--- src/status_pkg.sv ---
// Shared constants and types of the status reporting block.
// Assumes nothing beyond a tool that reads packages before modules.
`default_nettype none
package status_pkg;

    localparam int WORD_W      = 15;
    localparam int CODE_W      = 16;
    localparam int GROUP_CNT   = 2;
    localparam int QUEUE_DEPTH = 8;
    localparam int QPTR_W      = 3;
    localparam int SEL_W       = 4;
    localparam int FIELD_W     = 3;

    localparam logic [QPTR_W:0] QUEUE_FULL = (QPTR_W+1)'(QUEUE_DEPTH);

    // Register select: bit 3 picks the group, bits 2:0 the part.
    localparam int            SEL_GROUP_BIT = 3;
    localparam logic [FIELD_W-1:0] FIELD_COND   = 3'h0;
    localparam logic [FIELD_W-1:0] FIELD_ENABLE = 3'h1;
    localparam logic [FIELD_W-1:0] FIELD_EVENT  = 3'h2;
    localparam logic [FIELD_W-1:0] FIELD_FALL   = 3'h3;
    localparam logic [FIELD_W-1:0] FIELD_RISE   = 3'h4;
    localparam int            GROUP_OPER    = 0;
    localparam int            GROUP_QUES    = 1;

    // Preset values and values after reset.
    localparam logic [WORD_W-1:0] RISE_PRESET   = 15'h7fff;
    localparam logic [WORD_W-1:0] FALL_PRESET   = 15'h0000;
    localparam logic [WORD_W-1:0] ENABLE_PRESET = 15'h0000;
    localparam logic [WORD_W-1:0] RISE_RESET    = RISE_PRESET;
    localparam logic [WORD_W-1:0] FALL_RESET    = FALL_PRESET;
    localparam logic [WORD_W-1:0] ENABLE_RESET  = ENABLE_PRESET;
    localparam logic [WORD_W-1:0] LATCH_RESET   = 15'h0000;
    localparam logic [CODE_W-1:0] CODE_NO_ERROR = 16'h0000;

    // Commands, one-hot.
    typedef enum logic [5:0] {
        OP_READ        = 6'h01,
        OP_WRITE       = 6'h02,
        OP_PRESET      = 6'h04,
        OP_QUEUE_NEXT  = 6'h08,
        OP_SWEEP_RESET = 6'h10,
        OP_INST_RESET  = 6'h20
    } cmd_op_e;

endpackage : status_pkg
`default_nettype wire

--- src/group_if.sv ---
// Signals between the top module and one status group.
// Assumes the control side drives all strobes from logic on the same clock.
`timescale 1ns/10ps
`default_nettype none
interface group_if;
    import status_pkg::*;

    logic               wr_en;
    logic [FIELD_W-1:0] wr_field;
    logic [WORD_W-1:0]  wr_data;
    logic               rd_clear;
    logic               preset;
    logic [WORD_W-1:0]  cond;
    logic [WORD_W-1:0]  enable;
    logic [WORD_W-1:0]  latch;
    logic [WORD_W-1:0]  fall;
    logic [WORD_W-1:0]  rise;
    logic               summary;

    modport ctrl (
        output wr_en, wr_field, wr_data, rd_clear, preset, cond,
        input  enable, latch, fall, rise, summary
    );
    modport grp (
        input  wr_en, wr_field, wr_data, rd_clear, preset, cond,
        output enable, latch, fall, rise, summary
    );
endinterface : group_if
`default_nettype wire

--- src/scpi_status_reporting.sv ---
// Top of the status reporting block: command decode, condition inputs,
// two status groups and the error queue.
// Assumes the condition inputs are asynchronous to i_clk and that the
// command port is driven by logic on i_clk, one command per cycle.
`timescale 1ns/10ps
`default_nettype none
module scpi_status_reporting
    import status_pkg::*;
(
    // Clock and reset.
    input  wire logic              i_clk,
    input  wire logic              i_rst_n,
    // Hardware condition inputs.
    input  wire logic [WORD_W-1:0] i_oper_cond,
    input  wire logic [WORD_W-1:0] i_ques_cond,
    // Error entries from the instrument.
    input  wire logic              i_err_valid,
    input  wire logic [CODE_W-1:0] i_err_code,
    // Command port.
    input  wire logic              i_cmd_valid,
    input  wire cmd_op_e           i_cmd_op,
    input  wire logic [SEL_W-1:0]  i_cmd_sel,
    input  wire logic [CODE_W-1:0] i_cmd_data,
    // Command answer.
    output logic                   o_resp_valid,
    output logic [CODE_W-1:0]      o_resp_data,
    output logic                   o_resp_refused,
    // Status outputs.
    output logic                   o_oper_summary,
    output logic                   o_ques_summary,
    output logic                   o_sweep_reset,
    output logic [QPTR_W:0]        o_err_count
);

    typedef logic [GROUP_CNT-1:0][WORD_W-1:0] word_set_t;

    typedef struct packed {
        word_set_t                               sync1;
        word_set_t                               sync2;
        word_set_t                               sync3;
        word_set_t                               cond;
        logic [QUEUE_DEPTH-1:0][CODE_W-1:0]      queue;
        logic [QPTR_W-1:0]                       head;
        logic [QPTR_W-1:0]                       tail;
        logic [QPTR_W:0]                         count;
        logic                                    resp_valid;
        logic [CODE_W-1:0]                       resp_data;
        logic                                    resp_refused;
        logic                                    sweep_reset;
        logic [GROUP_CNT-1:0]                    summary;
    } top_state_s;

    // True when the select names an existing part.
    function automatic logic sel_ok(input logic [SEL_W-1:0] sel);
        return sel[FIELD_W-1:0] <= FIELD_RISE;
    endfunction : sel_ok

    // True when the select names a part that software may set.
    function automatic logic sel_writable(input logic [SEL_W-1:0] sel);
        return sel_ok(sel) && sel[FIELD_W-1:0] != FIELD_COND &&
               sel[FIELD_W-1:0] != FIELD_EVENT;
    endfunction : sel_writable

    top_state_s state;
    top_state_s next_state;

    word_set_t            cond_in;
    word_set_t            grp_enable;
    word_set_t            grp_latch;
    word_set_t            grp_fall;
    word_set_t            grp_rise;
    logic [GROUP_CNT-1:0] grp_summary;

    logic cmd_read;
    logic cmd_write;
    logic cmd_preset;
    logic cmd_qnext;
    logic cmd_sweep;
    logic cmd_inst;
    logic cmd_known;
    logic write_ok;
    logic read_ok;
    logic push;
    logic pop;
    logic sel_group;

    assign cond_in[GROUP_OPER] = i_oper_cond;
    assign cond_in[GROUP_QUES] = i_ques_cond;

    assign cmd_read   = i_cmd_valid && i_cmd_op == OP_READ;
    assign cmd_write  = i_cmd_valid && i_cmd_op == OP_WRITE;
    assign cmd_preset = i_cmd_valid && i_cmd_op == OP_PRESET;
    assign cmd_qnext  = i_cmd_valid && i_cmd_op == OP_QUEUE_NEXT;
    assign cmd_sweep  = i_cmd_valid && i_cmd_op == OP_SWEEP_RESET;
    assign cmd_inst   = i_cmd_valid && i_cmd_op == OP_INST_RESET;
    assign cmd_known  = cmd_read || cmd_write || cmd_preset ||
                        cmd_qnext || cmd_sweep || cmd_inst;
    assign sel_group  = i_cmd_sel[SEL_GROUP_BIT];

    // Values above fifteen bits are refused whole.
    assign write_ok = cmd_write && sel_writable(i_cmd_sel) &&
                      !i_cmd_data[CODE_W-1];
    assign read_ok  = cmd_read && sel_ok(i_cmd_sel);

    // Zero means no error, so it is never stored.
    assign push = i_err_valid && i_err_code != CODE_NO_ERROR &&
                  (state.count != QUEUE_FULL || pop);
    assign pop  = cmd_qnext && state.count != '0;

    group_if gi [GROUP_CNT] ();

    // Both groups share one structure.
    generate
        for (genvar g = 0; g < GROUP_CNT; g++) begin : g_group
            assign gi[g].cond     = state.cond[g];
            assign gi[g].wr_en    = write_ok &&
                                    sel_group == 1'(g);
            assign gi[g].wr_field = i_cmd_sel[FIELD_W-1:0];
            assign gi[g].wr_data  = i_cmd_data[WORD_W-1:0];
            assign gi[g].rd_clear = read_ok && sel_group == 1'(g) &&
                                    i_cmd_sel[FIELD_W-1:0] == FIELD_EVENT;
            assign gi[g].preset   = cmd_preset;
            assign grp_enable[g]  = gi[g].enable;
            assign grp_latch[g]   = gi[g].latch;
            assign grp_fall[g]    = gi[g].fall;
            assign grp_rise[g]    = gi[g].rise;
            assign grp_summary[g] = gi[g].summary;

            status_group u_group (
                .i_clk   (i_clk),
                .i_rst_n (i_rst_n),
                .gif     (gi[g])
            );
        end
    endgenerate

    always_comb begin
        logic [WORD_W-1:0] rd_word;
        rd_word = '0;
        next_state = state;

        // Three-stage capture; a change counts once stages two and
        // three agree.
        next_state.sync1 = cond_in;
        next_state.sync2 = state.sync1;
        next_state.sync3 = state.sync2;
        next_state.cond  = (state.sync2 & state.sync3) |
                           (state.cond & (state.sync2 | state.sync3));

        next_state.summary = grp_summary;

        case (i_cmd_sel[FIELD_W-1:0])
            FIELD_COND:   rd_word = state.cond[sel_group];
            FIELD_ENABLE: rd_word = grp_enable[sel_group];
            FIELD_EVENT:  rd_word = grp_latch[sel_group];
            FIELD_FALL:   rd_word = grp_fall[sel_group];
            FIELD_RISE:   rd_word = grp_rise[sel_group];
            default:      rd_word = '0;
        endcase

        // Every command gets an answer in the next cycle.
        next_state.resp_valid   = cmd_known;
        next_state.resp_refused = 1'b0;
        next_state.resp_data    = CODE_NO_ERROR;
        next_state.sweep_reset  = cmd_sweep;

        if (read_ok) begin
            next_state.resp_data = {1'b0, rd_word};
        end else if (cmd_qnext) begin
            if (pop) begin
                next_state.resp_data = state.queue[state.head];
            end else begin
                next_state.resp_data = CODE_NO_ERROR;
            end
        end
        if ((cmd_read && !read_ok) || (cmd_write && !write_ok)) begin
            next_state.resp_refused = 1'b1;
        end
        // Instrument reset touches no status part.
        if (cmd_inst) begin
            next_state.resp_data = CODE_NO_ERROR;
        end

        if (push) begin
            next_state.queue[state.tail] = i_err_code;
            next_state.tail = state.tail + 1'b1;
        end
        if (pop) begin
            next_state.head = state.head + 1'b1;
        end
        if (push && !pop) begin
            next_state.count = state.count + 1'b1;
        end else if (pop && !push) begin
            next_state.count = state.count - 1'b1;
        end
    end

    always_ff @(posedge i_clk or negedge i_rst_n) begin
        if (!i_rst_n) begin
            state <= '0;
        end else begin
            state <= next_state;
        end
    end

    assign o_resp_valid   = state.resp_valid;
    assign o_resp_data    = state.resp_data;
    assign o_resp_refused = state.resp_refused;
    assign o_oper_summary = state.summary[GROUP_OPER];
    assign o_ques_summary = state.summary[GROUP_QUES];
    assign o_sweep_reset  = state.sweep_reset;
    assign o_err_count    = state.count;

endmodule : scpi_status_reporting
`default_nettype wire

--- src/status_group.sv ---
// One status group: filters, event latch and enable mask.
// Assumes a condition already synchronised to i_clk.
`timescale 1ns/10ps
`default_nettype none
module status_group
    import status_pkg::*;
(
    // Clock and reset.
    input  wire logic i_clk,
    input  wire logic i_rst_n,
    // Control side.
    group_if.grp      gif
);

    typedef struct packed {
        logic [WORD_W-1:0] enable;
        logic [WORD_W-1:0] latch;
        logic [WORD_W-1:0] fall;
        logic [WORD_W-1:0] rise;
        logic [WORD_W-1:0] cond_prev;
    } group_state_s;

    group_state_s      state;
    group_state_s      next_state;
    logic [WORD_W-1:0] rise_hit;
    logic [WORD_W-1:0] fall_hit;

    assign rise_hit = state.rise & gif.cond & ~state.cond_prev;
    assign fall_hit = state.fall & ~gif.cond & state.cond_prev;

    always_comb begin
        next_state = state;
        next_state.cond_prev = gif.cond;
        if (gif.rd_clear) begin
            next_state.latch = LATCH_RESET;
        end
        // A new event in the clearing cycle survives the clear.
        next_state.latch = next_state.latch | rise_hit | fall_hit;
        if (gif.preset) begin
            next_state.rise   = RISE_PRESET;
            next_state.fall   = FALL_PRESET;
            next_state.enable = ENABLE_PRESET;
        end else if (gif.wr_en) begin
            case (gif.wr_field)
                FIELD_ENABLE: next_state.enable = gif.wr_data;
                FIELD_FALL:   next_state.fall   = gif.wr_data;
                FIELD_RISE:   next_state.rise   = gif.wr_data;
                default:      next_state.enable = state.enable;
            endcase
        end
    end

    always_ff @(posedge i_clk or negedge i_rst_n) begin
        if (!i_rst_n) begin
            state <= '{enable:    ENABLE_RESET,
                       latch:     LATCH_RESET,
                       fall:      FALL_RESET,
                       rise:      RISE_RESET,
                       cond_prev: LATCH_RESET};
        end else begin
            state <= next_state;
        end
    end

    assign gif.enable  = state.enable;
    assign gif.latch   = state.latch;
    assign gif.fall    = state.fall;
    assign gif.rise    = state.rise;
    assign gif.summary = |(state.latch & state.enable);

endmodule : status_group
`default_nettype wire

--- config.mk ---
export PLATFORM = sky130hd
export DESIGN_NAME = scpi_status_reporting
export DESIGN_NICKNAME = d
export VERILOG_FILES = /design/src/status_pkg.sv /design/src/group_if.sv /design/src/scpi_status_reporting.sv /design/src/status_group.sv
export SDC_FILE = /design/constraint.sdc
export NUM_CORES = 1
export LEC_CHECK = 0
export BUFFER_PORTS_ARGS = -buffer_cell sky130_fd_sc_hd__buf_2
export CORE_UTILIZATION = 50
export CTS_BUF_LIST = sky130_fd_sc_hd__clkbuf_4 sky130_fd_sc_hd__clkbuf_8
export CTS_CLUSTER_DIAMETER = 80
export CTS_CLUSTER_SIZE = 8
export DETAILED_ROUTE_END_ITERATION = 12
export GPL_ROUTABILITY_DRIVEN = 0
export PLACE_DENSITY = 0.67
export SLEW_MARGIN = 20
export SYNTH_ARGS = -nofsm -noshare
export SYNTH_HDL_FRONTEND = slang
export SYNTH_SLANG_ARGS = --single-unit
export TNS_END_PERCENT = 10
--- constraint.sdc ---
create_clock -name i_clk -period 5 [get_ports i_clk]
set_input_delay 0.5 -clock i_clk [delete_from_list [all_inputs] [get_ports i_clk]]
set_output_delay 0.5 -clock i_clk [all_outputs]
set_load 0.01 [all_outputs]
* Yosys cells after proc, flatten, opt, wreduce, memory -nomap -nowiden *
Cells that the tools add are included.
Widths: inputs -> output; s select.

operators by class
  muxes and demuxes = 36
  $add $sub $neg = 4
  $lt $le $gt $ge = 5
  equal/unequal tests = 12
  bitwise logic cells = 23
  reduce and logical (&&, ||, !) cells = 55

operators by type and width
  kind                 count
  $mux 15              19
  $and 15x15->15       10
  $bwmux 128           1
  $mux 30              4
  $mux 16              6
  $pmux 15 s5          1
  $and 30x30->30       2
  $not 15->15          4
  $or 15x15->15        4
  $or 30x30->30        2
  $bmux 16 s3          1
  $demux 16 s3         1
  $reduce_or 15->1     2
  $logic_and 1x1->1    25
  $reduce_bool 16->1   1
  $reduce_and 2->1     6
  $reduce_bool 2->1    6
  $lt 3x4->1 const B   2
  $mux 4               2
  $logic_or 1x1->1     7
  $add 3x1->3 const B  2
  $eq 3x2->1 const B   2
  $eq 6x1->1 const B   1
  $eq 6x2->1 const B   1
  19 further kinds     23

word-level totals
  input port bits = 76
  word-level logic and storage cells = 169
  output and inout port bits = 25
  flip-flop bits (word level) = 429

* Logic depth before layout (Yosys ltp) *
Gate-level depths: netlist of run 1.

  depth after elaboration = 9
  gate-level depth with buffers = 12
  depth with buffers taken out = 11

* Hierarchy *
From an unflattened synthesis of run 1, not the netlist that was laid out.

second synthesis, totals
  cell total of the unflattened synthesis = 1516
  area, all modules = 19194.7 µm²

by module, submodules not included
  module                 cells an instance  area an instance (µm²)  times used  sequential area each (µm²)
  scpi_status_reporting  830                12177.9                 1           6981.7
  status_group           343                3508.4                  2           1895.6

* Least setup slack after synthesis of run 1 *
OpenSTA, ideal clock, no wires.

  path kind = input to register
  start point = input port i_cmd_op[4]
  end point = register state (netlist bit o_err_count[3])
  setup slack = 2.090 ns
  buffers on the path = 1
  library setup time = 0.080 ns
  data required time = 4.920 ns
  stages = 11
  data arrival time = 2.830 ns
  path through = buf_4 or4b_1 nor3_4 inv_1 ha_1 inv_1 ha_1 a21o_1 a21oi_1 mux2i_1 xnor2_1

on the way
  longest elaborated chain between the ends = 8
  elaborated cells on any way between the ends = 11
  classes of those cells = 1 x eq/ne; 1 x mux; 9 x reduce/logical

ends and longest elaborated chain
  element                             line                          text
  start: declaration                  scpi_status_reporting.sv:21   input wire cmd_op_e i_cmd_op,
  $eq 6x4->1 *                        scpi_status_reporting.sv:93   assign cmd_qnext = i_cmd_valid && i_cmd_op == OP_QUEUE_NEXT;
  $logic_and 1x1->1 *                 scpi_status_reporting.sv:93
  $logic_and 1x1->1 *                 scpi_status_reporting.sv:108  assign pop = cmd_qnext && state.count != '0;
  $logic_or 1x1->1                    scpi_status_reporting.sv:107  (state.count != QUEUE_FULL || pop);
  $logic_and 1x1->1                   scpi_status_reporting.sv:106  assign push = i_err_valid && i_err_code != CODE_NO_ERROR &&
  $logic_not 1->1                     scpi_status_reporting.sv:193  end else if (pop && !push) begin
  $logic_and 1x1->1                   scpi_status_reporting.sv:193
  $reduce_bool 2->1 (no source line)  -
  end signal: assignment              scpi_status_reporting.sv:202  state <= next_state;
  end: declaration                    scpi_status_reporting.sv:64   top_state_s state;

Every way passes the cells marked *; elsewhere a longest branch is shown, timed or not.
A chain may end at the register's enable or synchronous reset.

* Final worst setup path of run 1 *
  start point = register state (netlist bit o_err_count[0])
  end point = register state (netlist bit o_err_count[3])

on the way
  longest elaborated chain between the ends = 7
  elaborated cells on any way between the ends = 14
  classes of those cells = 2 x add/sub; 1 x eq/ne; 2 x mux; 9 x reduce/logical

ends and longest elaborated chain
  element                             line                          text
  $reduce_bool 4->1                   scpi_status_reporting.sv:108
  $logic_and 1x1->1                   scpi_status_reporting.sv:108
  $logic_or 1x1->1 *                  scpi_status_reporting.sv:107
  $logic_and 1x1->1 *                 scpi_status_reporting.sv:106
  net push                            scpi_status_reporting.sv:83   logic push;
  $logic_not 1->1                     scpi_status_reporting.sv:193
  $logic_and 1x1->1                   scpi_status_reporting.sv:193
  $reduce_bool 2->1 (no source line)  -

The timed path passes the listed nets; every way through them passes the cells marked *. The select of a mux whose other input is x is not followed.

==> results of run 1 <==
-- final cells by class --
type                    instances  share of cell area
flip-flops and latches        429              0.5229
multi-input cells             846              0.3383
clock buffers                 106             0.05654
repair buffers                154             0.05174
well taps                     461             0.02800
inverters                      10            0.001822
clock inverters                 2           0.0006073
diodes                          1           0.0001215
-- power by group --
part	switching (mW)	internal, mW
Combinational	0.787	1.10
Clock	1.28	1.44
Sequential	0.532	4.27
Total	2.60	6.81
-- worst max path at each step --
stage / slack [ps] / to
after floorplan: 2090 / o_err_count[3]$_DFFE_PN0P_
after global placement: 1630 / o_err_count[3]$_DFFE_PN0P_
after detailed placement: 1580 / o_err_count[3]$_DFFE_PN0P_
after CTS: 1850 / o_err_count[3]$_DFFE_PN0P_
after global routing: 1700 / o_err_count[3]$_DFFE_PN0P_
final: 1880 / o_err_count[3]$_DFFE_PN0P_
-- kinds of logic (layout without fill, tap and decap cells) --
logic type	Yosys count	count (layout)	synth area share
DFF	429	429	0.5889
muxes	312	312	0.1928
and+or+nand+nor	264	264	0.07627
AOI/OAI and AO/OA	223	223	0.08427
buffers and inverters	103	272	0.03092
adders and majority gates	39	39	0.02298
xor gates and xnor gates	8	8	0.003831
other	0	1	0
-- flip-flops by register name, summed over array words and instances, names as in the netlist --
name,flops
g_group.u_group.gif.enable,30
g_group.u_group.gif.rise,30
o_sweep_reset,1
o_ques_summary,1
gi.cond,30
g_group.u_group.gif.latch,30
o_err_count,4
state,164
o_resp_refused,1
o_resp_valid,1
o_resp_data,16
next_state,60
o_oper_summary,1
g_group.u_group.gif.fall,30
g_group.u_group.state,30
-- synthesized netlist by cell type (all sizes together), types with 4 or more instances --
cell type,instances,share of area
buf,59,0.022
nor4b,5,0.0036
mux2,133,0.082
nand2b,10,0.0034
xnor2,7,0.0034
dfrtp,399,0.55
nor3,14,0.0056
dfstp,30,0.043
a21oi,21,0.0057
a31oi,4,0.0014
nand4,5,0.0021
nor3b,5,0.0023
ha,8,0.0055
a21o,31,0.013
o21ai,23,0.0063
nor2,53,0.011
clkbuf,34,0.0070
o211ai,22,0.0090
a22oi,22,0.0098
a211oi,17,0.0070
a221oi,11,0.0053
maj3,30,0.016
mux4,19,0.023
inv,10,0.0021
or3b,4,0.0019
nand2,126,0.026
or4b,4,0.0024
nand3,10,0.0041
o22ai,56,0.019
nand3b,7,0.0029
nor4,9,0.0055
mux2i,160,0.088
-- per-layer routing --
layer	GRT usage	vias to the layer above	wire length, µm
met2	0.4069	267	21980
li1	-	5259	-
met4	0.1049	0	1636
met1	0.3299	6053	19680
met3	0.03713	95	1824
met5	0.01405	-	0
-- repair_timing --
action / in CTS / in global routing
hold buffers: 31 / 0
resized for setup: 0 / 0
endpoints found under the hold margin: 131 / 0
-- metrics by stage --
stage	setup slack (ps)	hold slack, ps	util
2_1_floorplan	2090	204.4	-
3_3_place_gp	1629	335.1	0.5340
3_5_place_dp	1578	335.6	0.5348
4_1_cts	1851	30.71	0.5764
5_1_grt	1704	92.69	0.5765
6_report	1877	97.45	0.5765
-- worst max-delay path: stages (launching register included) --
cell	delay (ps)
sky130_fd_sc_hd__dfrtp_1	460
sky130_fd_sc_hd__or4b_1	620
sky130_fd_sc_hd__a22o_1	380
sky130_fd_sc_hd__nand2_1	170
sky130_fd_sc_hd__inv_1	70
sky130_fd_sc_hd__ha_1	210
sky130_fd_sc_hd__inv_1	130
sky130_fd_sc_hd__ha_1	250
sky130_fd_sc_hd__a21o_1	170
sky130_fd_sc_hd__a21oi_1	200
sky130_fd_sc_hd__mux2i_1	250
sky130_fd_sc_hd__xnor2_1	130
==> report_table.html, run 1 <==
<table>
<tr><th>Metric</th><th>Value</th></tr>
<tr><th colspan="2">Run status</th></tr>
<tr><td>Outcome</td><td>complete, but fails checks</td></tr>
<tr><td>Violated checks</td><td>DRC</td></tr>
<tr><th colspan="2">Routing</th></tr>
<tr><td>Residual DRC count</td><td>1</td></tr>
<tr><td>First drt pass iteration count</td><td>11</td></tr>
<tr><td>Routed via count divided by cell count</td><td>around 5.8</td></tr>
<tr><td>Post-route ant nets</td><td>0</td></tr>
<tr><td>DR iter-0 viols</td><td>685</td></tr>
<tr><td>Routed length per placed instance</td><td>22.46 µm</td></tr>
<tr><td>Detailed-route via count</td><td>roughly 12,000</td></tr>
<tr><td>Detailed-route wire length</td><td>45,130 µm</td></tr>
<tr><th colspan="2">Floorplan</th></tr>
<tr><td>Total Die Area</td><td>0.03735 mm²</td></tr>
<tr><td>Horizontal extent of the die</td><td>193.3 µm</td></tr>
<tr><td>Core Box Area</td><td>0.03574 mm²</td></tr>
<tr><td>Row count</td><td>69</td></tr>
<tr><td>Height of the die</td><td>193.3 µm</td></tr>
<tr><td>Effective utilization at floorplan</td><td>0.5118</td></tr>
<tr><td>I/O pin count</td><td>101</td></tr>
<tr><th colspan="2">Synthesis</th></tr>
<tr><td>Cells after synthesis</td><td>about 1,400</td></tr>
<tr><td>Syn_nets</td><td>1,463</td></tr>
<tr><td>Post-synthesis sequential element count</td><td>429</td></tr>
<tr><td>Post-synth ARST share</td><td>1.000</td></tr>
<tr><td>Number of synthesis warnings</td><td>0</td></tr>
<tr><td>Syn Area/Cell</td><td>between 10 and 15 µm²</td></tr>
<tr><td>Post-synth cell types</td><td>67</td></tr>
<tr><td>Register area share after synthesis</td><td>0.5889</td></tr>
<tr><td>Synthesized cell area</td><td>0.01829 mm²</td></tr>
<tr><td>Most used flip-flop cell after synthesis</td><td>sky130_fd_sc_hd__dfrtp_1</td></tr>
<tr><td>Count of flip-flops with a built-in enable after synthesis</td><td>0</td></tr>
<tr><th colspan="2">Timing</th></tr>
<tr><td>RSZ-0062 raised after global routing</td><td>no</td></tr>
<tr><td>Count of endpoints failing hold in the final timing report</td><td>0</td></tr>
<tr><td>Tightest Pin Transition</td><td>1101 ps</td></tr>
<tr><td>Total negative slack</td><td>0 ps</td></tr>
<tr><td>Max-slew violation total from the final report</td><td>0</td></tr>
<tr><td>Max frequency</td><td>between 0.3 and 0.4 GHz</td></tr>
<tr><td>Setup skew after layout</td><td>about 38 ps</td></tr>
<tr><td>Number of failing setup endpoints in the final timing report</td><td>0</td></tr>
<tr><td>Tightest slew margin relative to the limit</td><td>0.2638</td></tr>
<tr><td>Final Critical Period</td><td>3123 ps</td></tr>
<tr><td>Final period utilization</td><td>0.6246</td></tr>
<tr><th colspan="2">Placement</th></tr>
<tr><td>Number of port buffers</td><td>100</td></tr>
<tr><td>Placed cell count</td><td>1,869</td></tr>
<tr><td>DPL Wire Length</td><td>29,010 µm</td></tr>
<tr><td>Area post-placement</td><td>0.01911 mm²</td></tr>
<tr><th colspan="2">Worst setup path</th></tr>
<tr><td>Reg-to-reg critical path endpoint</td><td>o_err_count[3]$_DFFE_PN0P_</td></tr>
<tr><td>Setup crit start</td><td>o_err_count[0]$_DFFE_PN0P_</td></tr>
<tr><td>Required time at the worst-slack endpoint</td><td>5580 ps</td></tr>
<tr><td>Critical Path Sink Type</td><td>register</td></tr>
<tr><td>Kind of start point of the critical path</td><td>register</td></tr>
<tr><td>Crit-path max FO</td><td>6</td></tr>
<tr><td>R2r worst-path depth</td><td>11</td></tr>
<tr><td>Path type of the worst setup path</td><td>register to register</td></tr>
<tr><td>Crit Reg-Reg Startpoint</td><td>o_err_count[0]$_DFFE_PN0P_</td></tr>
<tr><td>Reg-to-reg setup timing slack</td><td>1880 ps</td></tr>
<tr><td>Data arrival time of the critical path</td><td>3710 ps</td></tr>
<tr><th colspan="2">Final layout</th></tr>
<tr><td>Area used by multi-input combinational logic</td><td>about 0.007 mm²</td></tr>
<tr><td>Non-filler cells in the finished layout</td><td>2,009</td></tr>
<tr><td>Filler cell count in the final layout</td><td>2,959</td></tr>
<tr><td>Most common cell after layout, fill and taps aside</td><td>sky130_fd_sc_hd__dfrtp_1</td></tr>
<tr><td>Commonest cells after routing, fill and taps aside</td><td>sky130_fd_sc_hd__dfrtp_1, sky130_fd_sc_hd__mux2i_1, sky130_fd_sc_hd__nand2_1</td></tr>
<tr><td>FF/Latch Area</td><td>0.01077 mm²</td></tr>
<tr><td>Proportion of layout cells with a drive suffix above 1</td><td>0.2786</td></tr>
<tr><td>Net count of the finished layout</td><td>1,585</td></tr>
<tr><td>Final design instance area without fill</td><td>just over 0.02 mm²</td></tr>
<tr><td>Area growth from synthesis to layout</td><td>12.63%</td></tr>
<tr><th colspan="2">Min path</th></tr>
<tr><td>Worst min-delay path class</td><td>primary input to register</td></tr>
<tr><td>Hold Path Origin</td><td>i_cmd_op[2]</td></tr>
<tr><td>Depth of the worst hold-timing path</td><td>2</td></tr>
<tr><td>End of the worst hold path</td><td>o_sweep_reset$_DFF_PN0_</td></tr>
<tr><th colspan="2">Global routing</th></tr>
<tr><td>Overall routing resource usage</td><td>0.2480</td></tr>
<tr><td>Wire length of the first global-routing pass</td><td>slightly above 70,000 µm</td></tr>
<tr><td>Number of antenna violations at the first check in global routing</td><td>1</td></tr>
<tr><td>Overall overflow remaining after global route</td><td>0</td></tr>
<tr><td>Vias in the first global route</td><td>12,091</td></tr>
<tr><td>Pin count of the biggest net entering global routing</td><td>120</td></tr>
<tr><th colspan="2">CTS</th></tr>
<tr><td>Buffer depth of the longest clock path</td><td>3</td></tr>
<tr><td>Count of clock tree sinks</td><td>429</td></tr>
<tr><td>Clock buffer count from CTS</td><td>59</td></tr>
<tr><td>CTS root buf</td><td>sky130_fd_sc_hd__clkbuf_8</td></tr>
<tr><td>Number of setup buffers added after CTS</td><td>0</td></tr>
<tr><td>Insertion delay to the later sink of the worst-skew pair</td><td>660 ps</td></tr>
<tr><td>H-tree lvl count</td><td>2</td></tr>
<tr><td>TritonCTS clock tree</td><td>yes</td></tr>
<tr><td>Clk pin slew, worst setup/hold paths</td><td>about 60 ps</td></tr>
<tr><th colspan="2">Power</th></tr>
<tr><td>Worst VDD drop</td><td>0.0002910 V</td></tr>
<tr><td>Post-route total power</td><td>9.413 mW</td></tr>
<tr><td>Power density relative to cell area</td><td>456.9 mW/mm²</td></tr>
<tr><td>Leakage power of the design</td><td>9.154 nW</td></tr>
<tr><th colspan="2">Job</th></tr>
<tr><td>Max-cap viol count</td><td>0</td></tr>
</table>
Note: power is estimated with default switching activity, not from simulation.
==> run 2: changes to the inputs <==
Settings changed: PLACE_DENSITY 0.67 to 0.7.
Clock period 5 ns to 2.8 ns, I/O delays scaled along.
==> report_table.html, run 2 (synthesis results as in run 1) <==
<table>
<tr><th>Metric</th><th>Value</th></tr>
<tr><th colspan="2">Floorplan</th></tr>
<tr><td>Height of the die</td><td>193.3 µm</td></tr>
<tr><td>Effective utilization at floorplan</td><td>0.5118</td></tr>
<tr><td>I/O pin count</td><td>101</td></tr>
<tr><td>Core Box Area</td><td>0.03574 mm²</td></tr>
<tr><td>Total Die Area</td><td>0.03735 mm²</td></tr>
<tr><td>Horizontal extent of the die</td><td>193.3 µm</td></tr>
<tr><td>Row count</td><td>69</td></tr>
<tr><th colspan="2">Timing</th></tr>
<tr><td>Setup skew after layout</td><td>19.11 ps</td></tr>
<tr><td>Tightest Pin Transition</td><td>approximately 830 ps</td></tr>
<tr><td>Tightest slew margin relative to the limit</td><td>0.4478</td></tr>
<tr><td>Post-route worst setup slack</td><td>162.3 ps</td></tr>
<tr><td>Final period utilization</td><td>0.9420</td></tr>
<tr><td>Count of endpoints failing hold in the final timing report</td><td>0</td></tr>
<tr><td>Max frequency</td><td>0.3791 GHz</td></tr>
<tr><td>Number of failing setup endpoints in the final timing report</td><td>0</td></tr>
<tr><td>RSZ-0062 raised after global routing</td><td>no</td></tr>
<tr><td>Total negative slack</td><td>0 ps</td></tr>
<tr><td>Final Critical Period</td><td>2638 ps</td></tr>
<tr><td>Max-slew violation total from the final report</td><td>0</td></tr>
<tr><th colspan="2">Global routing</th></tr>
<tr><td>Global-route track usage on met1</td><td>0.3276</td></tr>
<tr><td>Overall routing resource usage</td><td>0.2517</td></tr>
<tr><td>Wire length of the first global-routing pass</td><td>72,750 µm</td></tr>
<tr><td>Overall overflow remaining after global route</td><td>0</td></tr>
<tr><td>Routing layer with the top usage in global route</td><td>met2</td></tr>
<tr><td>Number of antenna violations at the first check in global routing</td><td>1</td></tr>
<tr><td>Pin count of the biggest net entering global routing</td><td>94</td></tr>
<tr><td>Grt met2 use</td><td>0.4200</td></tr>
<tr><td>Vias in the first global route</td><td>12,619</td></tr>
<tr><td>M3 GR Usage</td><td>0.04899</td></tr>
<tr><th colspan="2">Worst setup path</th></tr>
<tr><td>Critical path buffer and inverter count</td><td>2</td></tr>
<tr><td>Path type of the worst setup path</td><td>register to register</td></tr>
<tr><td>Required time at the worst-slack endpoint</td><td>3330 ps</td></tr>
<tr><td>Crit-path max FO</td><td>4</td></tr>
<tr><td>Critical Path Sink Type</td><td>register</td></tr>
<tr><td>Cell chain of the critical path</td><td>or4b_4, a22o_1, nand2_1, inv_1, ha_1, inv_2, ha_1, a21o_1, a21oi_2, mux2i_1, xnor2_1</td></tr>
<tr><td>Data arrival time of the critical path</td><td>3170 ps</td></tr>
<tr><td>Cell at the slowest stage of the critical path</td><td>sky130_fd_sc_hd__or4b_4</td></tr>
<tr><td>Maximum cell stage delay along the critical path</td><td>around 560 ps</td></tr>
<tr><td>Top Family by Delay on Critical Path</td><td>simple AND/OR/NAND/NOR gates</td></tr>
<tr><td>Top cell by count, worst path</td><td>sky130_fd_sc_hd__ha_1</td></tr>
<tr><td>Kind of start point of the critical path</td><td>register</td></tr>
<tr><th colspan="2">Placement</th></tr>
<tr><td>Area post-placement</td><td>0.01960 mm²</td></tr>
<tr><td>Placed cell count</td><td>1,921</td></tr>
<tr><td>Number of port buffers</td><td>100</td></tr>
<tr><td>Post-placement setup slack</td><td>50.81 ps</td></tr>
<tr><td>DPL Wire Length</td><td>29,690 µm</td></tr>
<tr><th colspan="2">Final layout</th></tr>
<tr><td>Number of diodes added for antenna fixing</td><td>0</td></tr>
<tr><td>Most common cell after layout, fill and taps aside</td><td>sky130_fd_sc_hd__dfrtp_1</td></tr>
<tr><td>Proportion of layout cells with a drive suffix above 1</td><td>0.3006</td></tr>
<tr><td>Final design instance area without fill</td><td>0.02132 mm²</td></tr>
<tr><td>Non-filler cells in the finished layout</td><td>~2,100</td></tr>
<tr><td>Number of flip-flops under the largest register name</td><td>164</td></tr>
<tr><td>Net count of the finished layout</td><td>between 1,500 and 2,000</td></tr>
<tr><td>Area growth from synthesis to layout</td><td>16.57%</td></tr>
<tr><td>Register containing the most flip-flops in the final layout</td><td>state</td></tr>
<tr><td>End-of-flow core utilization</td><td>0.5966</td></tr>
<tr><td>Commonest cells after routing, fill and taps aside</td><td>sky130_fd_sc_hd__dfrtp_1, sky130_fd_sc_hd__mux2i_1, sky130_fd_sc_hd__nand2_1</td></tr>
<tr><th colspan="2">Routing</th></tr>
<tr><td>First drt pass iteration count</td><td>8</td></tr>
<tr><td>Detailed-route wire length</td><td>45,760 µm</td></tr>
<tr><td>Routed length per placed instance</td><td>21.99 µm</td></tr>
<tr><td>Post-route ant nets</td><td>0</td></tr>
<tr><td>Residual DRC count</td><td>0</td></tr>
<tr><td>DR iter-0 viols</td><td>741</td></tr>
<tr><td>Routed via count divided by cell count</td><td>roughly 5.8</td></tr>
<tr><td>Detailed-route via count</td><td>about 12,000</td></tr>
<tr><th colspan="2">CTS</th></tr>
<tr><td>H-tree lvl count</td><td>2</td></tr>
<tr><td>CTS root buf</td><td>sky130_fd_sc_hd__clkbuf_8</td></tr>
<tr><td>Insertion delay to the later sink of the worst-skew pair</td><td>620 ps</td></tr>
<tr><td>Clk pin slew, worst setup/hold paths</td><td>70 ps</td></tr>
<tr><td>Buffer depth of the longest clock path</td><td>3</td></tr>
<tr><td>Number of setup buffers added after CTS</td><td>0</td></tr>
<tr><td>Count of clock tree sinks</td><td>about 430</td></tr>
<tr><td>Clock buffer count from CTS</td><td>between 50 and 60</td></tr>
<tr><td>TritonCTS clock tree</td><td>yes</td></tr>
<tr><th colspan="2">Power</th></tr>
<tr><td>Fraction of power consumed by sequential logic</td><td>0.499</td></tr>
<tr><td>Logic pwr share</td><td>0.213</td></tr>
<tr><td>Switching power summed over all nets</td><td>~4.7 mW</td></tr>
<tr><td>Switching power as a share of total power</td><td>0.2731</td></tr>
<tr><td>Leakage power of the design</td><td>9.560 nW</td></tr>
<tr><td>Power density relative to cell area</td><td>799.6 mW/mm²</td></tr>
<tr><td>Internal power component</td><td>between 10 and 15 mW</td></tr>
<tr><td>Clock share of power</td><td>0.288</td></tr>
<tr><td>Worst VDD drop</td><td>0.0005668 V</td></tr>
<tr><th colspan="2">Run status</th></tr>
<tr><td>Outcome</td><td>finished clean</td></tr>
<tr><th colspan="2">Min path</th></tr>
<tr><td>Worst min-delay path class</td><td>primary input to register</td></tr>
<tr><th colspan="2">Job</th></tr>
<tr><td>Max-cap viol count</td><td>0</td></tr>
</table>
run 2: cell types whose count changed in the layout (fill, tap and decap cells not counted), moves of 2 or more:
cell and change:
sky130_fd_sc_hd__clkbuf_8 +3, sky130_fd_sc_hd__dlygate4sd3_1 +20, sky130_fd_sc_hd__nor3_2 +2, sky130_fd_sc_hd__buf_4 +43, sky130_fd_sc_hd__buf_12 +10, sky130_fd_sc_hd__nor3_4 -2
run 2: layout make-up:
type	instances	area [µm²]
tap	461	576.8
inverter	10	37.54
sequential	429	10770
timing repair buffer	226	1762
clock buffer	109	1206
multi-input combinational	846	6968
fill	2895	14420
run 2: per-layer routing:
| metal | wire length (µm) | share of wire |
|---|---|---|
| met4 | 1526 | 0.033 |
| met5 | 10 | 0.00022 |
| met2 | 22550 | 0.49 |
| met1 | 19270 | 0.42 |
| met3 | 2404 | 0.053 |
run 2: power by group through the flow:
stage          sequential (mW)  combinational, mW  clock [mW]
2_1_floorplan             8.27               2.72           0
3_3_place_gp              8.53               3.46           0
3_5_place_dp              8.61               3.58           0
4_1_cts                   8.50               3.64        5.03
5_1_grt                   8.69               3.92        5.30
6_report                  8.52               3.63        4.91
run 2: path summary, 6_finish.rpt:
kind	from	end	slack (ps)	cells after the start
worst min register to register	next_state[229]$_DFF_PN0_	next_state[199]$_DFF_PN0_	350	0
min in group asynchronous	i_rst_n	state[213]$_DFF_PN0_	220	2
max in group asynchronous	i_rst_n	g_group[0].u_group.gif.rise[13]$_DFFE_PN1P_	1680	3
worst max-delay path	o_err_count[0]$_DFFE_PN0P_	o_err_count[3]$_DFFE_PN0P_	160	11
worst max register to register	o_err_count[0]$_DFFE_PN0P_	o_err_count[3]$_DFFE_PN0P_	160	11
worst min-delay path	i_cmd_data[0]	g_group[1].u_group.gif.rise[0]$_DFFE_PN1P_	20	3
run 2: per-stage QoR:
stage / power [mW] / hold WS, ps
finish: 17.05 / 23.55
global route: 17.91 / 20.29
CTS: 17.18 / 0.2466
detailed placement: 12.19 / 253.5
global placement: 11.98 / 253.9
floorplan: 10.99 / -15.59
run 2: worst reg2reg max path, stage by stage, from the launching register on:
cell and delay, ps:
sky130_fd_sc_hd__dfrtp_1 370, sky130_fd_sc_hd__or4b_4 560, sky130_fd_sc_hd__a22o_1 250, sky130_fd_sc_hd__nand2_1 90, sky130_fd_sc_hd__inv_1 50, sky130_fd_sc_hd__ha_1 220
sky130_fd_sc_hd__inv_2 90, sky130_fd_sc_hd__ha_1 230, sky130_fd_sc_hd__a21o_1 190, sky130_fd_sc_hd__a21oi_2 140, sky130_fd_sc_hd__mux2i_1 220, sky130_fd_sc_hd__xnor2_1 140
run 2: timing repair:
item	in CTS	in global routing
resized for setup	0	2
hold buffers	51	0
hold endpoints to repair	144	0
setup endpoints to repair	0	1
==> run 3: changes to the inputs <==
Settings changed: CORE_ASPECT_RATIO set to 1.2.
==> report_table.html, run 3 (synthesis results as in run 1) <==
<table>
<tr><th>Metric</th><th>Value</th></tr>
<tr><th colspan="2">Power</th></tr>
<tr><td>Logic pwr share</td><td>0.212</td></tr>
<tr><td>Worst VDD drop</td><td>roughly 0.00066 V</td></tr>
<tr><td>Internal power component</td><td>12.36 mW</td></tr>
<tr><td>Clock share of power</td><td>0.287</td></tr>
<tr><td>Switching power as a share of total power</td><td>0.2730</td></tr>
<tr><td>Fraction of power consumed by sequential logic</td><td>0.502</td></tr>
<tr><td>Leakage power of the design</td><td>9.597 nW</td></tr>
<tr><td>Power density relative to cell area</td><td>795.1 mW/mm²</td></tr>
<tr><td>Switching power summed over all nets</td><td>4.643 mW</td></tr>
<tr><th colspan="2">Worst setup path</th></tr>
<tr><td>Required time at the worst-slack endpoint</td><td>3350 ps</td></tr>
<tr><td>Crit-path max FO</td><td>5</td></tr>
<tr><td>Critical path buffer and inverter count</td><td>2</td></tr>
<tr><td>Path type of the worst setup path</td><td>register to register</td></tr>
<tr><td>Critical Path Sink Type</td><td>register</td></tr>
<tr><td>Top cell by count, worst path</td><td>sky130_fd_sc_hd__ha_1</td></tr>
<tr><td>Kind of start point of the critical path</td><td>register</td></tr>
<tr><td>Data arrival time of the critical path</td><td>between 3000 and 4000 ps</td></tr>
<tr><td>Maximum cell stage delay along the critical path</td><td>530 ps</td></tr>
<tr><td>Cell chain of the critical path</td><td>or4b_4, a22o_1, nand2_1, inv_1, ha_1, inv_2, ha_1, a21o_1, a21oi_1, mux2i_1, xnor2_1</td></tr>
<tr><td>Cell at the slowest stage of the critical path</td><td>sky130_fd_sc_hd__or4b_4</td></tr>
<tr><td>Top Family by Delay on Critical Path</td><td>compound AO/OA/AOI/OAI gates</td></tr>
<tr><th colspan="2">Timing</th></tr>
<tr><td>Max-slew violation total from the final report</td><td>0</td></tr>
<tr><td>Tightest slew margin relative to the limit</td><td>0.2770</td></tr>
<tr><td>Final period utilization</td><td>0.9575</td></tr>
<tr><td>Total negative slack</td><td>0 ps</td></tr>
<tr><td>Setup skew after layout</td><td>26.15 ps</td></tr>
<tr><td>Post-route worst setup slack</td><td>119.1 ps</td></tr>
<tr><td>Final Critical Period</td><td>2681 ps</td></tr>
<tr><td>Number of failing setup endpoints in the final timing report</td><td>0</td></tr>
<tr><td>Count of endpoints failing hold in the final timing report</td><td>0</td></tr>
<tr><td>Max frequency</td><td>0.3730 GHz</td></tr>
<tr><td>RSZ-0062 raised after global routing</td><td>no</td></tr>
<tr><td>Tightest Pin Transition</td><td>1080 ps</td></tr>
<tr><th colspan="2">Global routing</th></tr>
<tr><td>Overall routing resource usage</td><td>0.2510</td></tr>
<tr><td>Wire length of the first global-routing pass</td><td>71,380 µm</td></tr>
<tr><td>Vias in the first global route</td><td>12,599</td></tr>
<tr><td>Overall overflow remaining after global route</td><td>0</td></tr>
<tr><td>Number of antenna violations at the first check in global routing</td><td>2</td></tr>
<tr><td>Pin count of the biggest net entering global routing</td><td>103</td></tr>
<tr><th colspan="2">Final layout</th></tr>
<tr><td>Number of flip-flops under the largest register name</td><td>164</td></tr>
<tr><td>Filler cell count in the final layout</td><td>2,879</td></tr>
<tr><td>FF/Latch Area</td><td>0.01077 mm²</td></tr>
<tr><td>Non-filler cells in the finished layout</td><td>2,101</td></tr>
<tr><td>Proportion of layout cells with a drive suffix above 1</td><td>0.3027</td></tr>
<tr><td>Commonest cells after routing, fill and taps aside</td><td>sky130_fd_sc_hd__dfrtp_1, sky130_fd_sc_hd__mux2i_1, sky130_fd_sc_hd__nand2_1</td></tr>
<tr><td>Area used by multi-input combinational logic</td><td>0.006958 mm²</td></tr>
<tr><td>Area growth from synthesis to layout</td><td>16.93%</td></tr>
<tr><td>Net count of the finished layout</td><td>around 1,700</td></tr>
<tr><td>Most common cell after layout, fill and taps aside</td><td>sky130_fd_sc_hd__dfrtp_1</td></tr>
<tr><td>Register containing the most flip-flops in the final layout</td><td>state</td></tr>
<tr><th colspan="2">Placement</th></tr>
<tr><td>Post-placement setup slack</td><td>-184.9 ps</td></tr>
<tr><td>Number of port buffers</td><td>100</td></tr>
<tr><td>DPL Wire Length</td><td>30,220 µm</td></tr>
<tr><td>Placed cell count</td><td>between 1,500 and 2,000</td></tr>
<tr><th colspan="2">Run status</th></tr>
<tr><td>Outcome</td><td>finished clean</td></tr>
<tr><th colspan="2">CTS</th></tr>
<tr><td>Clk pin slew, worst setup/hold paths</td><td>roughly 80 ps</td></tr>
<tr><td>TritonCTS clock tree</td><td>yes</td></tr>
<tr><td>CTS root buf</td><td>sky130_fd_sc_hd__clkbuf_8</td></tr>
<tr><td>Buffer depth of the longest clock path</td><td>3</td></tr>
<tr><td>Clock buffer count from CTS</td><td>59</td></tr>
<tr><td>Insertion delay to the later sink of the worst-skew pair</td><td>630 ps</td></tr>
<tr><td>Count of clock tree sinks</td><td>429</td></tr>
<tr><td>H-tree lvl count</td><td>2</td></tr>
<tr><td>Number of setup buffers added after CTS</td><td>0</td></tr>
<tr><th colspan="2">Routing</th></tr>
<tr><td>Detailed-route via count</td><td>12,101</td></tr>
<tr><td>Residual DRC count</td><td>0</td></tr>
<tr><td>Routed via count divided by cell count</td><td>5.760</td></tr>
<tr><td>First drt pass iteration count</td><td>5</td></tr>
<tr><td>Post-route ant nets</td><td>0</td></tr>
<tr><td>Routed length per placed instance</td><td>about 22 µm</td></tr>
<tr><td>DR iter-0 viols</td><td>704</td></tr>
<tr><td>Detailed-route wire length</td><td>45,340 µm</td></tr>
<tr><th colspan="2">Floorplan</th></tr>
<tr><td>Effective utilization at floorplan</td><td>0.5089</td></tr>
<tr><td>Total Die Area</td><td>approximately 0.037 mm²</td></tr>
<tr><td>Row count</td><td>76</td></tr>
<tr><td>Horizontal extent of the die</td><td>176.6 µm</td></tr>
<tr><td>Height of the die</td><td>211.5 µm</td></tr>
<tr><td>Core Box Area</td><td>0.03594 mm²</td></tr>
<tr><td>I/O pin count</td><td>101</td></tr>
<tr><th colspan="2">Min path</th></tr>
<tr><td>Worst min-delay path class</td><td>primary input to register</td></tr>
<tr><th colspan="2">Job</th></tr>
<tr><td>Max-cap viol count</td><td>0</td></tr>
</table>
run 3: tightest hold or removal path, cell delays in order:
cell,delay (ps)
sky130_fd_sc_hd__buf_2,120
sky130_fd_sc_hd__nor2_1,70
sky130_fd_sc_hd__mux2i_1,130
run 3: path summary, 6_finish.rpt:
kind / to / slack [ps] / depth (start not counted) / from
setup / recovery: o_err_count[3]$_DFFE_PN0P_ / 120 / 11 / o_err_count[2]$_DFFE_PN0P_
setup reg to reg: o_err_count[3]$_DFFE_PN0P_ / 120 / 11 / o_err_count[2]$_DFFE_PN0P_
hold reg to reg: next_state[203]$_DFF_PN0_ / 350 / 0 / next_state[233]$_DFF_PN0_
max in group asynchronous: next_state[233]$_DFF_PN0_ / 1760 / 3 / i_rst_n
hold / removal: g_group[0].u_group.gif.rise[0]$_DFFE_PN1P_ / 40 / 3 / i_cmd_data[0]
min in group asynchronous: gi[1].cond[10]$_DFF_PN0_ / 150 / 2 / i_rst_n
run 3: power by group through the flow:
stage          Clock, mW  Combinational (mW)  Sequential (mW)
4_1_cts             5.00                3.64             8.51
3_5_place_dp           0                3.56             8.62
3_3_place_gp           0                3.45             8.54
5_1_grt             5.29                3.90             8.68
2_1_floorplan          0                2.72             8.27
6_report            4.88                3.60             8.53
run 3: routing by layer:
metal / track usage / routed length, µm / vias to the layer above
met1: 0.3166 / 18660 / 6247
met3: 0.04113 / 2036 / 108
li1: - / - / 5437
met4: 0.1037 / 1761 / 2
met5: 0 / 13 / -
met2: 0.4281 / 22870 / 307
run 3: final cells by class:
class	count	area share
flip-flops and latches	429	0.5037
multi-input cells	846	0.3253
repair buffers	239	0.08611
clock buffers	107	0.05540
well taps	468	0.02738
inverters	10	0.001755
clock inverters	1	0.0002340
diodes	1	0.0001170
run 3: what timing repair did:
item	CTS	global route
endpoints found under the setup margin	0	0
hold endpoints to repair	346	0
gates resized for setup	0	0
hold buffers	54	0
run 3: metrics by stage:
step	util	cell area [µm²]	hold slack [ps]	power (mW)
after floorplan	-	18300	-15.59	10.99
after global placement	0.5469	19660	196.3	11.99
after detailed placement	0.5469	19660	195.4	12.18
after CTS	0.5950	21390	4.815	17.15
after global routing	0.5951	21390	23.49	17.86
final	0.5951	21390	39.46	17.01
